[src/core/wdsc_pkg.sv]
// Package with register map, field layout and timing constants for the watchdog block
package wdsc_pkg;

    // Register byte offsets on the APB bus
    localparam logic [7:0] ADDR_WDT_CONTROL = 8'h00;
    localparam logic [7:0] ADDR_OPTION = 8'h04;
    localparam logic [7:0] ADDR_STATUS = 8'h08;
    localparam logic [7:0] ADDR_COUNT = 8'h0c;

    // Reset values
    localparam logic [7:0] WDT_CONTROL_RESET = 8'h08;
    localparam logic [7:0] OPTION_RESET = 8'hff;

    // Field positions
    localparam int ENABLE_BIT = 0;
    localparam int PERIOD_LSB = 1;
    localparam int ASSIGN_BIT = 3;
    localparam int STATUS_EXPIRY_BIT = 0;
    localparam int STATUS_POWERDOWN_BIT = 1;
    localparam int STATUS_ASLEEP_BIT = 2;
    localparam int STATUS_STARTUP_BIT = 3;

    // Highest legal period code, prescale 1:32 shifted left by the code
    localparam logic [3:0] PERIOD_MAX = 4'hb;
    localparam int PERIOD_BASE_SHIFT = 5;

    // Start-up delay in oscillator periods
    localparam int STARTUP_PERIODS = 1024;

    // Low-frequency oscillator in kHz and clock rate in kHz
    localparam int LFOSC_KHZ = 31;
    localparam int CLK_KHZ = 250000;
    localparam int LFOSC_DIV = CLK_KHZ / LFOSC_KHZ;

    // Sleep state machine
    typedef enum logic [1:0] {
        WDSC_AWAKE = 2'b00,
        WDSC_ASLEEP = 2'b01,
        WDSC_STARTUP = 2'b10
    } wdsc_mode_e;

    // System clock kind selected by configuration
    typedef enum logic [1:0] {
        WDSC_CLK_RC = 2'b00,
        WDSC_CLK_EXT = 2'b01,
        WDSC_CLK_CRYSTAL = 2'b10,
        WDSC_CLK_TIMER_XTAL = 2'b11
    } wdsc_clk_e;

    // Core event inputs
    typedef struct packed {
        logic sleepInstr;
        logic watchdogClearInstruction;
        logic oscFailure;
        logic irqEnabledPending;
        logic globalIrqEnable;
        logic externalResetPin;
        logic powerUp;
    } wdsc_events_s;

    // APB slave response
    typedef struct packed {
        logic [31:0] prdata;
        logic pready;
        logic pslverr;
    } wdsc_apb_rsp_s;

endpackage

[src/core/wdsc_watchdog.sv]
// Watchdog timer with sleep and wake-up control behind an APB slave
//
// Decided for this implementation: the APB interface to the registers and the register offsets.
`timescale 1ns/1ps
// Summary of operation
// Counter from low-frequency oscillator, 16-bit prescaler
// Optional shared 8-bit prescaler, assign and ratio
// Period code: 1:32 doubling to 1:65536
// Reset control value 0x08, bits 7-5 zero
// Force bit runs watchdog regardless of enable
// Without force, software enable bit gates watchdog
// Held cleared during oscillator start-up count
// Cleared on disable, clear, oscillator fail, wake
// Crystal wake: cleared until 1024 periods elapse
// Sleep: clear watchdog, powerdown low, expiry set
// Timeout reset stays internal, pin untouched
// Wake on reset pin, watchdog, enabled interrupt
// Powerdown set on power-up; expiry cleared on watchdog wake
// Sleep prefetches next instruction
// Interrupt wake; vector only when global enable set
// Every wake-up clears the watchdog
// Pending interrupt with global enable clear makes sleep a no-operation
// Interrupt during sleep: finish sleep, then wake
// Software clears watchdog before sleep, checks flag
// Awake expiry resets device; asleep expiry wakes
module wdsc_watchdog #(
    parameter int LFOSC_DIV = wdsc_pkg::LFOSC_DIV,
    parameter int STARTUP_PERIODS = wdsc_pkg::STARTUP_PERIODS
) (
    // Clock and reset
    input wire logic clk,
    input wire logic reset_n,
    // APB slave
    input wire logic psel,
    input wire logic penable,
    input wire logic pwrite,
    input wire logic [7:0] paddr,
    input wire logic [31:0] pwdata,
    output logic [31:0] prdata,
    output logic pready,
    output logic pslverr,
    // Configuration and core events
    input wire logic configWatchdogForce,
    input wire wdsc_pkg::wdsc_clk_e systemClockKind,
    input wire wdsc_pkg::wdsc_events_s events,
    // Device outputs
    output logic deviceReset,
    output logic wakeResume,
    output logic takeVector,
    output logic prefetchNext,
    output logic oscDriverOff,
    output logic holdPorts,
    output logic expiryFlag,
    output logic powerdownFlag
);

    // All state of the block
    typedef struct packed {
        logic [7:0] wdtControl;
        logic [7:0] optionReg;
        logic [15:0] lfDiv;
        logic lfTick;
        logic [7:0] shared;
        logic [15:0] prescale;
        logic [15:0] startup;
        wdsc_pkg::wdsc_mode_e mode;
        logic expiry;
        logic powerdown;
        logic [31:0] rdata;
        logic ready;
        logic slvErr;
        logic devReset;
        logic wake;
        logic vector;
        logic prefetch;
        logic sleepOut;
    } wdsc_state_s;

    wdsc_state_s st;
    wdsc_state_s next_st;

    // Prescale length for a period code, reserved codes act as the longest
    function automatic logic [15:0] periodMask(input logic [3:0] code);
        logic [3:0] c;
        c = (code > wdsc_pkg::PERIOD_MAX) ? wdsc_pkg::PERIOD_MAX : code;
        // Five-bit shift amount, code 1011 plus base reaches 16
        periodMask = 16'((32'h1 << (5'(c) + 5'(wdsc_pkg::PERIOD_BASE_SHIFT))) - 32'h1);
    endfunction

    // Shared prescaler length for the ratio bits
    function automatic logic [7:0] ratioMask(input logic [2:0] r);
        ratioMask = 8'((16'h2 << r) - 16'h1);
    endfunction

    logic running;
    logic periodDone;
    logic sharedDone;
    logic expired;
    logic sleepTakes;
    logic setup;
    logic access;

    // Enable, expiry and bus decode
    always_comb begin
        running = configWatchdogForce || st.wdtControl[wdsc_pkg::ENABLE_BIT];
        periodDone = ((st.prescale & periodMask(st.wdtControl[4:1])) ==
            periodMask(st.wdtControl[4:1]));
        sharedDone = !st.optionReg[wdsc_pkg::ASSIGN_BIT] ||
            ((st.shared & ratioMask(st.optionReg[2:0])) == ratioMask(st.optionReg[2:0]));
        expired = running && st.lfTick && periodDone && sharedDone &&
            (st.mode != wdsc_pkg::WDSC_STARTUP);
        sleepTakes = events.sleepInstr && (st.mode == wdsc_pkg::WDSC_AWAKE) &&
            !(events.irqEnabledPending && !events.globalIrqEnable);
        setup = psel && !penable;
        access = psel && penable;
    end

    // Next-state logic
    always_comb begin
        next_st = st;
        next_st.ready = 1'b0;
        next_st.slvErr = 1'b0;
        next_st.devReset = 1'b0;
        next_st.wake = 1'b0;
        next_st.vector = 1'b0;
        next_st.prefetch = 1'b0;

        // Low-frequency tick derived from the system clock
        if (st.lfDiv == 16'(LFOSC_DIV - 1)) begin
            next_st.lfDiv = 16'h0000;
            next_st.lfTick = 1'b1;
        end else begin
            next_st.lfDiv = st.lfDiv + 16'h0001;
            next_st.lfTick = 1'b0;
        end

        // Prescaler chain advances on each oscillator tick
        if (running && st.lfTick && st.mode != wdsc_pkg::WDSC_STARTUP) begin
            if (!st.optionReg[wdsc_pkg::ASSIGN_BIT] || sharedDone) begin
                next_st.prescale = st.prescale + 16'h0001;
            end
            if (st.optionReg[wdsc_pkg::ASSIGN_BIT]) begin
                next_st.shared = sharedDone ? 8'h00 : st.shared + 8'h01;
            end
        end

        // Clear conditions
        if (!running || events.watchdogClearInstruction || events.oscFailure ||
            expired) begin
            next_st.prescale = 16'h0000;
            next_st.shared = 8'h00;
        end

        // Sleep and wake-up sequencing
        unique case (st.mode)
            wdsc_pkg::WDSC_AWAKE: begin
                if (expired) begin
                    next_st.devReset = 1'b1;
                    next_st.expiry = 1'b0;
                end else if (sleepTakes) begin
                    next_st.prescale = 16'h0000;
                    next_st.shared = 8'h00;
                    next_st.powerdown = 1'b0;
                    next_st.expiry = 1'b1;
                    next_st.prefetch = 1'b1;
                    next_st.mode = wdsc_pkg::WDSC_ASLEEP;
                end
            end
            wdsc_pkg::WDSC_ASLEEP: begin
                if (expired || events.irqEnabledPending) begin
                    if (expired) begin
                        next_st.expiry = 1'b0;
                    end
                    next_st.prescale = 16'h0000;
                    next_st.shared = 8'h00;
                    if (systemClockKind == wdsc_pkg::WDSC_CLK_CRYSTAL) begin
                        next_st.startup = 16'h0000;
                        next_st.mode = wdsc_pkg::WDSC_STARTUP;
                    end else begin
                        next_st.wake = 1'b1;
                        next_st.vector = events.irqEnabledPending &&
                            events.globalIrqEnable;
                        next_st.mode = wdsc_pkg::WDSC_AWAKE;
                    end
                end
            end
            wdsc_pkg::WDSC_STARTUP: begin
                next_st.prescale = 16'h0000;
                next_st.shared = 8'h00;
                if (st.startup == 16'(STARTUP_PERIODS - 1)) begin
                    next_st.wake = 1'b1;
                    next_st.vector = events.irqEnabledPending && events.globalIrqEnable;
                    next_st.mode = wdsc_pkg::WDSC_AWAKE;
                end else begin
                    next_st.startup = st.startup + 16'h0001;
                end
            end
            default: begin
                next_st.mode = wdsc_pkg::WDSC_AWAKE;
            end
        endcase

        // APB access phase, ready one cycle after access starts (one wait state)
        if (access && !st.ready) begin
            next_st.ready = 1'b1;
            next_st.rdata = 32'h0000_0000;
            unique case (paddr)
                wdsc_pkg::ADDR_WDT_CONTROL: begin
                    if (pwrite) begin
                        next_st.wdtControl = {3'b000, pwdata[4:0]};
                    end
                    next_st.rdata = {24'h000000, st.wdtControl};
                end
                wdsc_pkg::ADDR_OPTION: begin
                    if (pwrite) begin
                        next_st.optionReg = pwdata[7:0];
                    end
                    next_st.rdata = {24'h000000, st.optionReg};
                end
                wdsc_pkg::ADDR_STATUS: begin
                    next_st.rdata = {28'h0000000,
                        st.mode == wdsc_pkg::WDSC_STARTUP,
                        st.mode == wdsc_pkg::WDSC_ASLEEP,
                        st.powerdown, st.expiry};
                end
                wdsc_pkg::ADDR_COUNT: begin
                    next_st.rdata = {16'h0000, st.prescale};
                end
                default: begin
                    next_st.slvErr = 1'b1;
                end
            endcase
        end
        if (setup) begin
            next_st.ready = 1'b0;
        end

        // External reset pin: reloads control registers, clears prescalers, keeps both flags, wakes from sleep
        if (events.externalResetPin) begin
            next_st.wdtControl = wdsc_pkg::WDT_CONTROL_RESET;
            next_st.optionReg = wdsc_pkg::OPTION_RESET;
            next_st.prescale = 16'h0000;
            next_st.shared = 8'h00;
            next_st.mode = wdsc_pkg::WDSC_AWAKE;
        end
        // Power-up sets both flags
        if (events.powerUp) begin
            next_st.powerdown = 1'b1;
            next_st.expiry = 1'b1;
        end
        // Watchdog reset reloads control registers too
        if (st.devReset) begin
            next_st.wdtControl = wdsc_pkg::WDT_CONTROL_RESET;
            next_st.optionReg = wdsc_pkg::OPTION_RESET;
        end
        // Registered sleep level for the oscillator and port outputs
        next_st.sleepOut = (next_st.mode != wdsc_pkg::WDSC_AWAKE);
    end

    // State register
    always_ff @(posedge clk) begin
        if (!reset_n) begin
            st <= '0;
            st.wdtControl <= wdsc_pkg::WDT_CONTROL_RESET;
            st.optionReg <= wdsc_pkg::OPTION_RESET;
            st.mode <= wdsc_pkg::WDSC_AWAKE;
            st.powerdown <= 1'b1;
            st.expiry <= 1'b1;
        end else begin
            st <= next_st;
        end
    end

    // Outputs straight from state
    always_comb begin
        prdata = st.rdata;
        pready = st.ready;
        pslverr = st.slvErr;
        deviceReset = st.devReset;
        wakeResume = st.wake;
        takeVector = st.vector;
        prefetchNext = st.prefetch;
        oscDriverOff = st.sleepOut;
        holdPorts = st.sleepOut;
        expiryFlag = st.expiry;
        powerdownFlag = st.powerdown;
    end

endmodule

[config.mk]
export PLATFORM = sky130hd
export DESIGN_NAME = wdsc_watchdog
export DESIGN_NICKNAME = d
export VERILOG_FILES = /design/src/core/wdsc_pkg.sv /design/src/core/wdsc_watchdog.sv
export SDC_FILE = /design/constraint.sdc
export NUM_CORES = 1
export LEC_CHECK = 0
export BUFFER_PORTS_ARGS = -buffer_cell sky130_fd_sc_hd__buf_2
export CAP_MARGIN = 20
export CORE_AREA = 2 2 132 134
export DETAILED_ROUTE_END_ITERATION = 10
export DIE_AREA = 0 0 134 136
export SETUP_SLACK_MARGIN = 0.5
export SLEW_MARGIN = 20
export SYNTH_ARGS = -nofsm -noshare
export SYNTH_HDL_FRONTEND = slang
export SYNTH_SLANG_ARGS = --single-unit
[constraint.sdc]
create_clock -name clk -period 4.65 [get_ports clk]
set_input_delay 0.93 -clock clk [delete_from_list [all_inputs] [get_ports clk]]
set_output_delay 0.93 -clock clk [all_outputs]
set_load 0.1 [all_outputs]
==> results.md <==
- The run finished with clean final reports.
- The startpoint identified for the worst register-to-register timing path is st[110].
- Dividing the synthesized area by the synthesized cell count gives 8.25 um^2.
- The simple-gate portion of the synthesized area is 27.2%.
- The share of synthesized cell area in full adder, half adder and majority cells is 2.27%.
- The clock share of power is 43.0%.
- The post-cts repair resize count is 0.
- The minimum period implied by the final worst setup slack is 3.48 ns.
- The remaining global-route overflow is 0.
- The initial antenna violation count came to 0.
- At the later pin of the worst-skew pair, clock insertion delay measures 0.36 ns.
- Hold repair after CTS inserted 0 buffers.
- Counting buffers and inverters, the worst setup path is 8 cells deep.
- The worst setup timing slack at the placement stage is 1.16 ns.
- The final hold slack is 0.476 ns.
- Setup repair after global routing left no endpoint under its margin.
- The number of buffers inserted by port buffering is 56.
- At the end of routability-driven placement, the weighted congestion stood at 0.837.
- The critical path data required time is 4.93 ns.
- In this run the count of I/O pins placed on the die edge is 97.
- Summed over all nets, the switching power comes to 488 uW.
- In this run the cell area of the synthesized design comes to 0.00497 mm^2.
- The signal on the critical path passes through o21ai_0, a21oi_1, or4b_1, or4_1, o41ai_1, o211ai_1, or4_1, a21oi_1.
- Of the synthesized area, sequential elements account for 39.1%.
- On the worst path, the slowest cell contributes a delay of 0.62 ns.
- Summed over all nets, the half-perimeter wirelength after detailed placement is 8.44 mm.
- Across the run, the number of max-cap violations was 0.
- The count of final max-slew check failures came to 0.
- Summing all multi-input logic gate instances after layout gives 0.00268 mm^2.
- The combinational family with the most area after synthesis is simple AND/OR/NAND/NOR gates.
- The floorplan step defined a core boundary enclosing 0.0169 mm^2.
- The number of nets with antenna violations after routing is 0.
- The slowest cell on the critical path is or4_1.
- The final cell area excluding filler cells is 0.00555 mm^2.
- The number of H-tree branching levels is 3.
- The number of buffers added by the clock tree synthesis step is 9.
- Of the cells placed in the final design, the portion with a size suffix greater than 1 is 14.8%.
- The floorplan step set the die height to 136 um.
- The final count of hold timing violations came to 0.
- The via count of the first global-routing pass is 3781.
- In this run, synthesis produced a sequential element count of 97.
- The reg2reg setup slack is 1.17 ns.
- The cell at the root of the clock tree is clkbuf_16.
- More flip-flops sit in one register than any other, and that register is st.
- The buffers plus inverters on the worst setup path is 0.
- The iteration count of the initial detailed-routing pass is 5.
- The total power density per cell area is 313 mW/mm^2.
- After synthesis, the share of flip-flops with an asynchronous set or reset is 0%.
- Combinational logic burns 8.7% of the power.
- The biggest fanout along the worst timing path is 13.
- The cell taking the most area after synthesis is dfxtp_1.
- The capture point of the critical path is st[58].
- In the global route stage, overall resource usage came out at 13.0%.
- The post-detailed-route wirelength per cell is 13.4 um.
- Of the total synthesized cell area, the portion taken by XOR and XNOR cells is 5.11%.
- In this run, flip-flops and latches consume 48.4% of the power.
- VDD sags by at most 0.000222 V.
- STA classifies the critical path endpoint as a flip-flop.
- For this run, design rule violations remaining after detail routing come to 0.
- Among cell families on the critical path, the largest total delay comes from simple AND/OR/NAND/NOR gates.
- Dividing the detail-routed via count by the number of cells gives 4.88.
- The number of enable flip-flop cells after synthesis is 0.
- The dominant register cell in the synthesized netlist is dfxtp_1.
- The distinct cell type count after synthesis is 64.
- Counting cells, the worst reg-to-reg path comes to 8.
- The overall via count from detail_route is 4198.
- The worst hold path passes through 2 cells.
- In this run the static leakage power is 2.14 nW.
- The count of clock tree sinks is 97.
- The worst setup path is launched from a flip-flop.
- The final wirelength is 11.6 mm.
- Between clock sinks in the finished design, the worst skew comes to 0.00787 ns.
- For this block, the initial DRC count from the detailed router was 349.
- The number of flip-flops under the largest register name is 72.
- Compared with the post-synthesis result, the final layout area differs by 11.8%.
- The number of warnings reported in the yosys synthesis log is 0.
- The smallest setup slack after layout is 1.17 ns.
- In this run switching power makes up 28.1% of total power.
- The compound-gate portion of the synthesized area is 13.7%.
- The setup TNS after final layout is 0 ns.
- Entering global routing, the biggest net connects 27 pins.
- TritonCTS built the clock tree.
- The critical path starts at st[110].
- Registers take 0.00194 mm^2.
- The placed instances occupy a cell area of 0.00524 mm^2.
- The number of nets in the final layout is 694.
- The initial cell density of the core is 29.4%.
- The clock passes through at most 2 buffers.
- The die area is 0.0182 mm^2.
- The antenna cell count is 0.
- After synthesis, the cell types taking the most area are dfxtp_1 39%, nor2_1 6.7%, nand2_1 5.1%, buf_4 5.0%, xor2_1 4.4%.
- The class of the most critical hold timing path is flip-flop to flip-flop.
- The endpoint identified for the worst register-to-register timing path is st[58].
- Of the post-synthesis cell area, the dominant cell type holds 39.1%.
- Multiplexer cells account for 4.21% of the synthesized area.
- The final critical-path share of the clock period is 74.9%.
- The floorplan die width is 134 um.
- Setup violations remaining at the end of the flow were counted as 0.
- In this run the post-CTS setup repair buffer count came out at 0.
- At the pin with the least slew margin, the transition time is 0.996 ns.
- Derived from the worst setup path, the maximum achievable clock frequency is 287 MHz.
- The row count is 48.
- The internal power contribution is 1.25 mW.
- After filler insertion, the fill cell instance count of the layout stands at 1749.
- In this run the tightest slew margin relative to its limit is 33.6%.
- The clock-pin slew on the worst setup and hold paths is 0.08 ns.
- The worst setup path is of the flip-flop to flip-flop kind.
- The critical path data arrival time is 3.77 ns.
- The wire length of the first global-routing pass is 18.9 mm.
- The number of cells produced by synthesis is 602.
-- per-layer routing --
metal	up-vias	share of wire, %	routed length (um)	track usage [%]
met4	0	1.6	183	4.20
met1	1965	48	5510	16.6
li1	2129	-	-	-
met2	92	46	5290	21.4
met3	12	5.1	585	3.65
met5	-	0	0	0
-- worst min-delay path: stages (launching register included) --
cell and delay (ns):
dfxtp_1 0.32, nand2_1 0.05, nand3_1 0.06
-- cell usage in the layout, fill, tap and decap left out, types with 6 or more instances in the layout --
cell,instances
dfxtp_1,97
nor2_1,89
nand2_1,68
buf_2,56
nand3_1,39
xor2_1,25
a21oi_1,25
o21ai_0,21
conb_1,18
and3_1,13
a22oi_1,13
inv_1,10
mux2i_1,10
ha_1,9
clkbuf_16,9
nand4_1,8
or4_1,7
o211ai_1,7
nor3_1,6
a21boi_0,6
-- power groups by stage --
stage | Combinational, mW | Clock, mW | Sequential, mW
after detailed placement | 0.150 | 0 | 0.859
after global routing | 0.159 | 0.806 | 0.841
after CTS | 0.150 | 0.770 | 0.840
after floorplan | 0.117 | 0 | 0.873
final | 0.150 | 0.746 | 0.840
after global placement | 0.149 | 0 | 0.859
-- stage by stage --
| stage | instances | utilization, % | total power, mW |
|---|---|---|---|
| after floorplan | 618 | - | 0.990 |
| after global placement | 844 | 31.1 | 1.01 |
| after detailed placement | 844 | 31.1 | 1.01 |
| after CTS | 860 | 32.9 | 1.76 |
| after global routing | 860 | 32.9 | 1.81 |
| final | 860 | 32.9 | 1.74 |
-- cells in the mapped netlist (2+ instances only) --
| cell | count |
|---|---|
| dfxtp_1 | 97 |
| nor2_1 | 89 |
| nand2_1 | 68 |
| nand3_1 | 39 |
| buf_4 | 33 |
| a21oi_1 | 25 |
| xor2_1 | 25 |
| o21ai_0 | 22 |
| clkbuf_1 | 19 |
| a22oi_1 | 13 |
| and3_1 | 13 |
| inv_1 | 10 |
| mux2i_1 | 10 |
| ha_1 | 9 |
| nand4_1 | 8 |
| o211ai_1 | 7 |
| or4_1 | 7 |
| a21boi_0 | 6 |
| nor3_1 | 6 |
| and2_1 | 5 |
| nand2b_1 | 5 |
| and4_1 | 4 |
| nand4b_1 | 4 |
| nor4_1 | 4 |
| nor4b_1 | 4 |
| o22ai_1 | 4 |
| xnor2_1 | 4 |
| a21bo_2 | 3 |
| a31oi_1 | 3 |
| buf_2 | 3 |
| buf_6 | 3 |
| mux4_2 | 3 |
| nand3b_1 | 3 |
| or2_2 | 3 |
| or3_1 | 3 |
| or3b_2 | 3 |
| a211oi_1 | 2 |
| a221o_1 | 2 |
| clkinv_1 | 2 |
| conb_1 | 2 |
| nor3b_1 | 2 |
| o41ai_1 | 2 |
| or4b_1 | 2 |
-- worst min path at each step --
| stage | startpoint | to |
|---|---|---|
| 6_report | st[107] | st[107] |
| 2_1_floorplan | st[105] | st[105] |
| 5_1_grt | st[105] | st[105] |
| 3_5_place_dp | st[105] | st[105] |
| 3_3_place_gp | st[106] | st[106] |
| 4_1_cts | st[104] | st[104] |
-- final cells by class --
class	count	share of cell area, %
tap	225	5.07
inverter	12	0.811
clock inverter	7	1.42
sequential	97	35.0
multi-input combinational	451	48.2
timing repair buffer	59	5.45
clock buffer	9	4.06
-- logic make-up after synthesis --
family | after synthesis
and+or+nand+nor | 277
DFF | 97
AOI/OAI and AO/OA | 103
adders and majority gates | 9
muxes | 15
xor gates and xnor gates | 29
other | 2
buffers and inverters | 70
Power figures use the tool's default switching activity.
